--- src/rtl/i2cst_params.svh ---
`ifndef I2CST_PARAMS_SVH
`define I2CST_PARAMS_SVH

// Register byte offsets
`define I2CST_OFF_OWN   8'h00
`define I2CST_OFF_CTRL  8'h04
`define I2CST_OFF_STAT  8'h08
`define I2CST_OFF_DATA  8'h0C
`define I2CST_OFF_IST   8'h10
`define I2CST_OFF_IMSK  8'h14

// Control register fields
`define I2CST_CTL_FLAG  7
`define I2CST_CTL_ACK   6
`define I2CST_CTL_STA   5
`define I2CST_CTL_STO   4
`define I2CST_CTL_EN    2

// Interrupt status fields
`define I2CST_IRQ_STEP  0
`define I2CST_IRQ_END   1
`define I2CST_IRQ_WAKE  2
`define I2CST_IRQ_W     3

// Status codes, prescaler bits zero
`define I2CST_SC_IDLE   8'hF8
`define I2CST_SC_SRW    8'h60
`define I2CST_SC_SRWAL  8'h68
`define I2CST_SC_GC     8'h70
`define I2CST_SC_A8     8'hA8
`define I2CST_SC_B0     8'hB0
`define I2CST_SC_B8     8'hB8
`define I2CST_SC_C0     8'hC0
`define I2CST_SC_C8     8'hC8

// Reset values, general call address, last bit count
`define I2CST_RST_OWN   8'h00
`define I2CST_RST_DATA  8'hFF
`define I2CST_GC_ADDR   7'h00
`define I2CST_LAST_BIT  3'h7

`endif

--- src/rtl/i2cst_pkg.sv ---
package i2cst_pkg;
    typedef enum logic [2:0] {
        S_IDLE, S_ADDR, S_AACK, S_WAIT, S_TX, S_RACK, S_IGN
    } i2cst_state_e;

    typedef struct packed {
        logic [7:0] a;
        logic       w;
    } i2cst_acc_s;

    typedef struct packed {
        logic scl;
        logic sda;
    } i2cst_pins_s;
endpackage

--- src/rtl/i2cst_slave_tx.sv ---
// Function
// - Answer own seven-bit address, and general call when enabled
// - General call answered when address LSB set
// - Read bit gives transmit, write gives code 60, 68 or 70, then the bus is ignored
// - Own address read: flag and code A8
// - After lost arbitration, own address read reports code B0 (write gives 68)
// - Acknowledge cleared: last byte, C0 or C8
// - After last byte release data, idle slave
// - Acknowledged final byte reports code C8
// - Acknowledge clear ignores address, bus still watched
// - Deep sleep: match wakes, clock held low
// - Data register not trusted after wake
// - Software loads byte, clears flag, byte sent
// - NACK reports C0, then not addressed
// - From C8, clearing flag leaves addressed state
// - Start request then START once bus free
`include "i2cst_params.svh"
module i2cst_slave_tx
    import i2cst_pkg::*;
#(
    parameter int unsigned HADDR_W = 32
) (
    input  wire logic               clk,        // System clock
    input  wire logic               resetn,     // Async reset, low
    input  wire logic               hsel,       // AHB select
    input  wire logic [HADDR_W-1:0] haddr,      // AHB address
    input  wire logic [1:0]         htrans,     // AHB transfer type
    input  wire logic               hwrite,     // AHB write
    input  wire logic [2:0]         hsize,      // AHB size
    input  wire logic [31:0]        hwdata,     // AHB write data
    input  wire logic               hready,     // AHB bus ready
    output logic                    hreadyout,  // AHB slave ready
    output logic                    hresp,      // AHB response
    output logic [31:0]             hrdata,     // AHB read data
    input  wire logic               scl_i,      // Bus clock in
    output logic                    scl_o,      // Bus clock out
    output logic                    scl_oe,     // Bus clock pull low
    input  wire logic               sda_i,      // Bus data in
    output logic                    sda_o,      // Bus data out
    output logic                    sda_oe,     // Bus data pull low
    input  wire logic               arb_lost,   // Master lost arbitration
    input  wire logic               deep_sleep, // Non-idle sleep active
    output logic                    wake,       // Wake request pulse
    output logic                    start_gen,  // START request pulse
    output logic                    irq         // Interrupt level
);

    generate
        if (HADDR_W < 8) begin : g_chk
            $error("HADDR_W must be at least 8");
        end
    endgenerate

    function automatic logic hit(input logic [7:0] a,
                                 input logic [7:0] off);
        return a[7:2] == off[7:2];
    endfunction

    ////////////////////////////////////////////////////////////////////
    // AHB-Lite slave: writes zero wait, reads one wait state

    i2cst_acc_s acc;
    logic       acc_v;
    logic       rd_pend;
    logic       wr_en;
    logic [31:0] rd_mux;

    always_ff @(posedge clk or negedge resetn) begin
        if (!resetn) begin
            acc   <= '0;
            acc_v <= 1'b0;
        end else if (hready) begin
            acc_v <= hsel && htrans[1];
            acc   <= '{a: haddr[7:0], w: hwrite};
        end
    end

    // Registered read data keeps hrdata off the decode path
    always_ff @(posedge clk or negedge resetn) begin
        if (!resetn) begin
            rd_pend <= 1'b0;
            hrdata  <= 32'h0000_0000;
        end else begin
            rd_pend <= hsel && htrans[1] && hready && !hwrite;
            if (rd_pend) begin
                hrdata <= rd_mux;
            end
        end
    end

    assign hreadyout = !rd_pend;
    assign hresp     = 1'b0;
    assign wr_en     = acc_v && acc.w && !rd_pend;

    ////////////////////////////////////////////////////////////////////
    // Registers

    logic [7:0] own_address_reg;
    logic [7:0] data_reg;
    logic [7:0] code;
    logic [1:0] presc;
    logic       interrupt_flag;
    logic       ack_enable;
    logic       start_request;
    logic       stop_request;
    logic       interface_enable;
    logic [`I2CST_IRQ_W-1:0] ist;
    logic [`I2CST_IRQ_W-1:0] imask;
    logic       hw_set;
    logic       flag_clr;
    logic       end_evt;
    logic [6:0] own_slave_address;
    logic       general_call_enable;

    assign own_slave_address   = own_address_reg[7:1];
    assign general_call_enable = own_address_reg[0];
    assign flag_clr = wr_en && hit(acc.a, `I2CST_OFF_CTRL)
                      && hwdata[`I2CST_CTL_FLAG];

    always_ff @(posedge clk or negedge resetn) begin
        if (!resetn) begin
            own_address_reg  <= `I2CST_RST_OWN;
            data_reg         <= `I2CST_RST_DATA;
            presc            <= 2'h0;
            ack_enable       <= 1'b0;
            start_request    <= 1'b0;
            stop_request     <= 1'b0;
            interface_enable <= 1'b0;
            imask            <= '0;
        end else if (wr_en) begin
            if (hit(acc.a, `I2CST_OFF_OWN)) begin
                own_address_reg <= hwdata[7:0];
            end
            if (hit(acc.a, `I2CST_OFF_CTRL)) begin
                ack_enable       <= hwdata[`I2CST_CTL_ACK];
                start_request    <= hwdata[`I2CST_CTL_STA];
                stop_request     <= hwdata[`I2CST_CTL_STO];
                interface_enable <= hwdata[`I2CST_CTL_EN];
            end
            if (hit(acc.a, `I2CST_OFF_STAT)) begin
                presc <= hwdata[1:0];
            end
            if (hit(acc.a, `I2CST_OFF_DATA)) begin
                data_reg <= hwdata[7:0];
            end
            if (hit(acc.a, `I2CST_OFF_IMSK)) begin
                imask <= hwdata[`I2CST_IRQ_W-1:0];
            end
        end
    end

    // Hardware set beats a clear in the same cycle
    always_ff @(posedge clk or negedge resetn) begin
        if (!resetn) begin
            interrupt_flag <= 1'b0;
        end else if (hw_set) begin
            interrupt_flag <= 1'b1;
        end else if (flag_clr) begin
            interrupt_flag <= 1'b0;
        end
    end

    always_ff @(posedge clk or negedge resetn) begin
        if (!resetn) begin
            ist <= '0;
        end else begin
            ist <= (ist & ~((wr_en && hit(acc.a, `I2CST_OFF_IST))
                            ? hwdata[`I2CST_IRQ_W-1:0]
                            : '0))
                   | {wake, end_evt, hw_set};
        end
    end

    assign irq = |(ist & imask);

    always_comb begin
        rd_mux = 32'h0000_0000;
        if (hit(acc.a, `I2CST_OFF_OWN)) begin
            rd_mux[7:0] = own_address_reg;
        end else if (hit(acc.a, `I2CST_OFF_CTRL)) begin
            rd_mux[7:0] = {interrupt_flag, ack_enable, start_request,
                           stop_request, 1'b0, interface_enable, 2'b00};
        end else if (hit(acc.a, `I2CST_OFF_STAT)) begin
            rd_mux[7:0] = {code[7:3], 1'b0, presc};
        end else if (hit(acc.a, `I2CST_OFF_DATA)) begin
            rd_mux[7:0] = data_reg;
        end else if (hit(acc.a, `I2CST_OFF_IST)) begin
            rd_mux[`I2CST_IRQ_W-1:0] = ist;
        end else if (hit(acc.a, `I2CST_OFF_IMSK)) begin
            rd_mux[`I2CST_IRQ_W-1:0] = imask;
        end
    end

    ////////////////////////////////////////////////////////////////////
    // Pin synchronisers and bus condition detection

    i2cst_pins_s p_q1;
    i2cst_pins_s p_q2;
    i2cst_pins_s p_d;
    logic        scl_rise;
    logic        scl_fall;
    logic        start_det;
    logic        stop_det;
    logic        busy;

    always_ff @(posedge clk or negedge resetn) begin
        if (!resetn) begin
            p_q1 <= '1;
            p_q2 <= '1;
            p_d  <= '1;
        end else begin
            p_q1 <= '{scl: scl_i, sda: sda_i};
            p_q2 <= p_q1;
            p_d  <= p_q2;
        end
    end

    assign scl_rise  = p_q2.scl && !p_d.scl;
    assign scl_fall  = !p_q2.scl && p_d.scl;
    assign start_det = p_q2.scl && p_d.scl && p_d.sda && !p_q2.sda;
    assign stop_det  = p_q2.scl && p_d.scl && !p_d.sda && p_q2.sda;

    always_ff @(posedge clk or negedge resetn) begin
        if (!resetn) begin
            busy <= 1'b0;
        end else if (start_det) begin
            busy <= 1'b1;
        end else if (stop_det) begin
            busy <= 1'b0;
        end
    end

    ////////////////////////////////////////////////////////////////////
    // Slave transmitter state machine

    i2cst_state_e state;
    logic [7:0]   sh;
    logic [2:0]   cnt;
    logic         sda_drv;
    logic         last;
    logic         got_ack;
    logic         arb_seen;
    logic         match;
    logic         is_tx;
    logic         final_code;
    logic         addr_full;

    // Acknowledge enable gates both address kinds
    assign match = interface_enable && ack_enable
                   && ((sh[7:1] == own_slave_address)
                       || (general_call_enable && !sh[0]
                           && sh[7:1] == `I2CST_GC_ADDR));
    assign hw_set = scl_fall
                    && (state == S_AACK || state == S_RACK);
    assign is_tx = code == `I2CST_SC_A8 || code == `I2CST_SC_B0
                   || code == `I2CST_SC_B8;
    assign final_code = code == `I2CST_SC_C0
                        || code == `I2CST_SC_C8;
    assign end_evt = hw_set && state == S_RACK && (!got_ack || last);

    always_ff @(posedge clk or negedge resetn) begin
        if (!resetn) begin
            state   <= S_IDLE;
            sh      <= 8'h00;
            cnt     <= 3'h0;
            sda_drv <= 1'b0;
            last    <= 1'b0;
            got_ack <= 1'b0;
            code    <= `I2CST_SC_IDLE;
            addr_full <= 1'b0;
        end else if (!interface_enable) begin
            state   <= S_IDLE;
            sda_drv <= 1'b0;
        end else if (start_det && state != S_WAIT) begin
            state   <= S_ADDR;
            cnt     <= 3'h0;
            sda_drv <= 1'b0;
            addr_full <= 1'b0;
        end else if (stop_det) begin
            state   <= S_IDLE;
            sda_drv <= 1'b0;
        end else begin
            case (state)
                S_ADDR: begin
                    if (scl_rise) begin
                        sh        <= {sh[6:0], p_q2.sda};
                        cnt       <= cnt + 3'h1;
                        addr_full <= cnt == `I2CST_LAST_BIT;
                    end
                    // Eighth bit in; decide on its falling edge
                    if (scl_fall && addr_full) begin
                        addr_full <= 1'b0;
                        if (match) begin
                            sda_drv <= 1'b1;
                            state   <= S_AACK;
                        end else begin
                            state <= S_IGN;
                        end
                    end
                end
                S_AACK: begin
                    if (scl_fall) begin
                        sda_drv <= 1'b0;
                        state   <= S_WAIT;
                        if (sh[0]) begin
                            code <= arb_seen ? `I2CST_SC_B0
                                             : `I2CST_SC_A8;
                        end else if (sh[7:1] == `I2CST_GC_ADDR) begin
                            code <= `I2CST_SC_GC;
                        end else begin
                            code <= arb_seen ? `I2CST_SC_SRWAL
                                             : `I2CST_SC_SRW;
                        end
                    end
                end
                S_WAIT: begin
                    if (!interrupt_flag) begin
                        if (is_tx) begin
                            // Byte comes from software, never the bus
                            sh      <= data_reg;
                            sda_drv <= !data_reg[7];
                            last    <= !ack_enable;
                            cnt     <= 3'h0;
                            state   <= S_TX;
                        end else begin
                            state <= S_IGN;
                        end
                    end
                end
                S_TX: begin
                    if (scl_fall) begin
                        if (cnt == `I2CST_LAST_BIT) begin
                            sda_drv <= 1'b0;
                            state   <= S_RACK;
                        end else begin
                            sda_drv <= !sh[6];
                            sh      <= {sh[6:0], 1'b1};
                            cnt     <= cnt + 3'h1;
                        end
                    end
                end
                S_RACK: begin
                    if (scl_rise) begin
                        got_ack <= !p_q2.sda;
                    end
                    if (scl_fall) begin
                        state <= S_WAIT;
                        if (!got_ack) begin
                            code <= `I2CST_SC_C0;
                        end else if (last) begin
                            code <= `I2CST_SC_C8;
                        end else begin
                            code <= `I2CST_SC_B8;
                        end
                    end
                end
                default: begin
                end
            endcase
        end
    end

    ////////////////////////////////////////////////////////////////////
    // Arbitration memory, START request, wake

    logic start_pend;

    always_ff @(posedge clk or negedge resetn) begin
        if (!resetn) begin
            arb_seen <= 1'b0;
        end else if (arb_lost) begin
            arb_seen <= 1'b1;
        end else if (hw_set && state == S_AACK) begin
            arb_seen <= 1'b0;
        end
    end

    // Request waits for the bus to go free
    always_ff @(posedge clk or negedge resetn) begin
        if (!resetn) begin
            start_pend <= 1'b0;
            start_gen  <= 1'b0;
        end else begin
            start_gen <= start_pend && !busy;
            if (state == S_WAIT && !interrupt_flag && final_code
                && start_request) begin
                start_pend <= 1'b1;
            end else if (start_pend && !busy) begin
                start_pend <= 1'b0;
            end
        end
    end

    always_ff @(posedge clk or negedge resetn) begin
        if (!resetn) begin
            wake <= 1'b0;
        end else begin
            wake <= hw_set && state == S_AACK && deep_sleep;
        end
    end

    // Open-drain pins: only ever pull low
    assign scl_o  = 1'b0;
    assign sda_o  = 1'b0;
    assign scl_oe = state == S_WAIT && interrupt_flag;
    assign sda_oe = sda_drv;

    ////////////////////////////////////////////////////////////////////
    // Assertions

    a_stretch_flag: assert property (@(posedge clk) disable iff (!resetn)
        $rose(interrupt_flag) |-> scl_oe)
        else $error("clock not held while flag set");
    a_ack_needs_ea: assert property (@(posedge clk) disable iff (!resetn)
        $rose(state == S_AACK) |-> $past(ack_enable))
        else $error("address acknowledged with ack disabled");
    a_ack_own_addr: assert property (@(posedge clk) disable iff (!resetn)
        $rose(state == S_AACK) |-> sh[7:1] == own_slave_address
        || (general_call_enable && sh[7:1] == 7'h00 && !sh[0]))
        else $error("acknowledged a foreign address");
    a_code_a8: assert property (@(posedge clk) disable iff (!resetn)
        hw_set && state == S_AACK && sh[0] && !arb_seen && !arb_lost
        |=> code == `I2CST_SC_A8 && interrupt_flag)
        else $error("own read not reported as A8");
    a_code_b0: assert property (@(posedge clk) disable iff (!resetn)
        hw_set && state == S_AACK && sh[0] && arb_seen
        |=> code == `I2CST_SC_B0)
        else $error("lost arbitration read not B0");
    a_code_rx: assert property (@(posedge clk) disable iff (!resetn)
        hw_set && state == S_AACK && !sh[0]
        |=> code != `I2CST_SC_A8 && code != `I2CST_SC_B0)
        else $error("write direction entered transmit");
    a_nack_c0: assert property (@(posedge clk) disable iff (!resetn)
        hw_set && state == S_RACK && !got_ack
        |=> code == `I2CST_SC_C0 && scl_oe)
        else $error("nack not reported as C0");
    a_last_c8: assert property (@(posedge clk) disable iff (!resetn)
        hw_set && state == S_RACK && got_ack && last
        |=> code == `I2CST_SC_C8)
        else $error("acked last byte not C8");
    a_release_end: assert property (@(posedge clk) disable iff (!resetn)
        state == S_WAIT && !interrupt_flag && final_code && !start_det
        && !stop_det && interface_enable
        |=> state == S_IGN ##1 !sda_oe)
        else $error("bus not released after last byte");
    a_start_free: assert property (@(posedge clk) disable iff (!resetn)
        start_gen |-> !$past(busy) && !$past(start_gen))
        else $error("start requested on busy bus");
    c_read_addr: cover property (@(posedge clk) disable iff (!resetn)
        $rose(state == S_AACK) ##[1:200] code == `I2CST_SC_A8);
    c_byte_ack: cover property (@(posedge clk) disable iff (!resetn)
        hw_set && state == S_RACK && got_ack && !last);
    c_last_c8: cover property (@(posedge clk) disable iff (!resetn)
        $rose(code == `I2CST_SC_C8));
    c_wake: cover property (@(posedge clk) disable iff (!resetn) wake);

endmodule

--- config.mk ---
export PLATFORM = sky130hd
export DESIGN_NAME = i2cst_slave_tx
export DESIGN_NICKNAME = d
export VERILOG_FILES = /design/src/rtl/i2cst_pkg.sv /design/src/rtl/i2cst_slave_tx.sv
export VERILOG_INCLUDE_DIRS = /design/src /design/src/rtl
export SDC_FILE = /design/constraint.sdc
export NUM_CORES = 1
export LEC_CHECK = 0
export BUFFER_PORTS_ARGS = -buffer_cell sky130_fd_sc_hd__buf_2
export CAP_MARGIN = 20
export CORE_MARGIN = 3
export CORE_UTILIZATION = 48
export CTS_BUF_LIST = sky130_fd_sc_hd__clkbuf_4 sky130_fd_sc_hd__clkbuf_8
export CTS_CLUSTER_SIZE = 10
export DETAILED_ROUTE_END_ITERATION = 10
export PLACE_DENSITY = 0.77
export SETUP_SLACK_MARGIN = 0.2
export SYNTH_ARGS = -nofsm -noshare
export SYNTH_HDL_FRONTEND = slang
export SYNTH_SLANG_ARGS = --single-unit
--- constraint.sdc ---
create_clock -name clk -period 1.86 [get_ports clk]
set_input_delay 0.186 -clock clk [delete_from_list [all_inputs] [get_ports clk]]
set_output_delay 0.186 -clock clk [all_outputs]
set_load 0.02 [all_outputs]
==> impl_results.md <==
* Status: finished, violations left
* Violated checks: negative setup slack
* DRT iter0 DRCs at 244
* Leakage power at 2.597 nW
* Die area at 10050 sq um
* Top cell type's share of synthesized area at 35.80%
* Post-Syn Area at 4264 sq um
* Residual DRC at 0
* Critical setup path kind: reg -> reg
* Ports at 119
* Cell count after synthesis at 389
* Synth Warn # at 0
* Detailed Place HPWL at 7463 um
* Largest cells by area after synthesis: dfrtp_1, dfstp_2, buf_4
* Seq/Total Area, Yosys at 47.51%
* Worst setup EP type: register
* Max capacitance violation total at 0
* Ant. Diodes at 0
* Worst Path Arrival at 2220 ps
* Crit-path leading delay family: simple AND/OR/NAND/NOR gates
* I/O Buffers at 37
* Pin count of the biggest net entering global routing at 44
* Reg2reg setup slack at -120 ps
* Pre-Repair DR Iteration Count at 5
* Final Critical Period at 1985 ps
* CP Cell Sequence: or4_4 -> or3_4 -> nor2_4 -> buf_12 -> mux2_1
* Post-route ant nets at 0
* Count of final hold-check violations at 0
* Gr usage total at 22.45%
* FF-to-FF path depth at 5
* Share of layout cells above drive strength 1 at 46.76%
* Commonest cells after routing, fill and taps aside: buf_4, dfrtp_1, buf_2
* Root Driver: clkbuf_8
* H-tree depth at 3
* Vias in the first global route at 3509
* Final setup fails at 13
* CP max stage cell: or4_4
* Worst IR drop on VDD at 0.5699 mV
* CP peak stage delay at 540 ps
* Final worst slack at -124.9 ps
* Sink Count at 80
* Setup Skew at 11.17 ps
* Cell count along the critical path at 5
* Critical Path Sink: own_address_reg[0]
* Core Util, Final at 68.26%
* Antenna violations before repair at 0
* CTS tree: yes
* Row cnt at 33
* Number of library cell types mapped by synthesis at 69
* Die W at 100.3 um
* Synth async-reset ratio at 100.0%
* Worst-path fanout max at 8
* EDFF count, synth at 0
* Reg-to-Reg Start: acc[7]
* Routed WL at 11610 um
* Max Root-Sink Buffers at 2
* Routed via count at 3578
* Crit path launch type: register
* R2r endpoint: own_address_reg[0]
* Fin Setup TNS at -912.5 ps
* Core area at 8423 sq um
* Vias/cell at 5.827
* Layout Nets at 584
* Worst hold-check path type: in -> reg
* Final Max Slew Viols at 0
* Final RePlAce weighted congestion at 0.9761
* Cell Pwr Density at 765.8 nW/um^2
* Die Ht at 100.3 um
* RSZ-0062 raised after global routing: true
* Commonest non-fill, non-tap cell in the layout: buf_4
* Fmax at 0.5038 GHz
* Mapped Avg Cell Area at 10.96 sq um
* CTS Buf Count at 9
* Initial core utilization at 50.62%
* Critical path origin: acc[7]
* Clock slew seen by the registers of the worst setup and hold paths at 90 ps
* Per-cell routed wire length at 18.91 um
* WP buf/inv at 1
* Total congestion overflow at 0
* First-pass GRT wire length at 17660 um
* Area Overhead vs Synth at 34.83%
* Hold path start: arb_lost
* Worst EP required at 2100 ps
* Synthesized flop and latch total at 80
* Skew-Pair Late Insertion Delay at 360 ps
* Top FF cell, synth: dfrtp_1
* Yosys top cell by area: dfrtp_1
* Crit share post-route at 106.7%
layout make-up:
class	count	area, sq um
flip-flops and latches	80	2026
repair buffers	121	947.2
well taps	105	131.4
multi-input cells	282	2361
fillers	591	2674
inverters	10	37.54
clock buffers	10	131.4
clock inverters	6	115.1
where the power goes:
group,switching (W),internal [W]
clock network,0.000659,0.000914
logic,0.000438,0.000377
registers,0.000123,0.00189
total,0.00122,0.00318
through the flow:
step / cells / setup WS [ps] / area (sq um) / power (W) / hold slack, ps
2_1_floorplan: 415 / -98.18 / 4471 / 0.002467 / -109.6
3_5_place_dp: 565 / -146.7 / 4890 / 0.002709 / 187.7
3_3_place_gp: 565 / -119.9 / 4890 / 0.002680 / 178.1
6_report: 614 / -124.9 / 5749 / 0.004403 / 41.02
4_1_cts: 600 / -115.9 / 5461 / 0.004339 / 26.32
5_1_grt: 614 / -181.7 / 5749 / 0.004575 / 41.12
per-layer routing:
layer  up-vias  global-route usage (%)  share of wire, %
li1       1610                       -                 -
met1      1781                   29.60                42
met2       163                   37.67                50
met3        24                   2.988               6.0
met4         0                   8.705               2.1
met5         -                       0                 0
how the worst min path moves through the flow:
stage	cells past startpoint	end
floorplan	0	acc[0]
global placement	1	sh[3]
detailed placement	1	sh[4]
CTS	3	acc[3]
global route	2	arb_seen
finish	2	arb_seen
worst reg2reg max path, cell delays in order, from the launching register on:
cell	delay, ps
dfrtp_1	390
or4_4	540
or3_4	360
nor2_4	110
buf_12	140
mux2_1	330
repair_timing:
item | in CTS | in global routing
gates cloned | 1 | 0
hold buffers | 3 | 0
setup endpoints to repair | 52 | 58
pin swaps | 21 | 12
resized for setup | 31 | 38
setup buffers | 15 | 14
endpoints found under the hold margin | 34 | 0
logic make-up (layout without fill, tap and decap cells):
logic type / count (synthesis) / count (layout) / share of synthesized area [%]
and+or+nand+nor: 108 / 108 / 14.52
other: 1 / 27 / 0.08794
xor gates and xnor gates: 8 / 8 / 1.643
adders and majority gates: 2 / 2 / 0.5868
buffers and inverters: 54 / 147 / 7.541
AOI/OAI and AO/OA: 84 / 85 / 13.70
DFF: 80 / 80 / 47.51
muxes: 52 / 52 / 14.41
cells in the mapped netlist (3+ instances only):
master and n:
a211o_1 3, a21oi_1 11, a22o_1 7, and3_1 3
buf_2 8, buf_4 27, clkbuf_1 7, dfrtp_1 61
dfstp_2 19, inv_1 8, mux2_1 18, mux2_2 17
mux2i_1 13, mux4_2 4, nand2_1 30, nand2b_1 5
nand3_1 10, nand3b_1 3, nand4b_1 4, nor2_1 15
nor2b_1 7, nor3_1 8, o21ai_0 13, o21ai_1 14
o22ai_1 4, or4_4 3, xor2_1 7
Note: power is estimated with default switching activity, not from simulation.
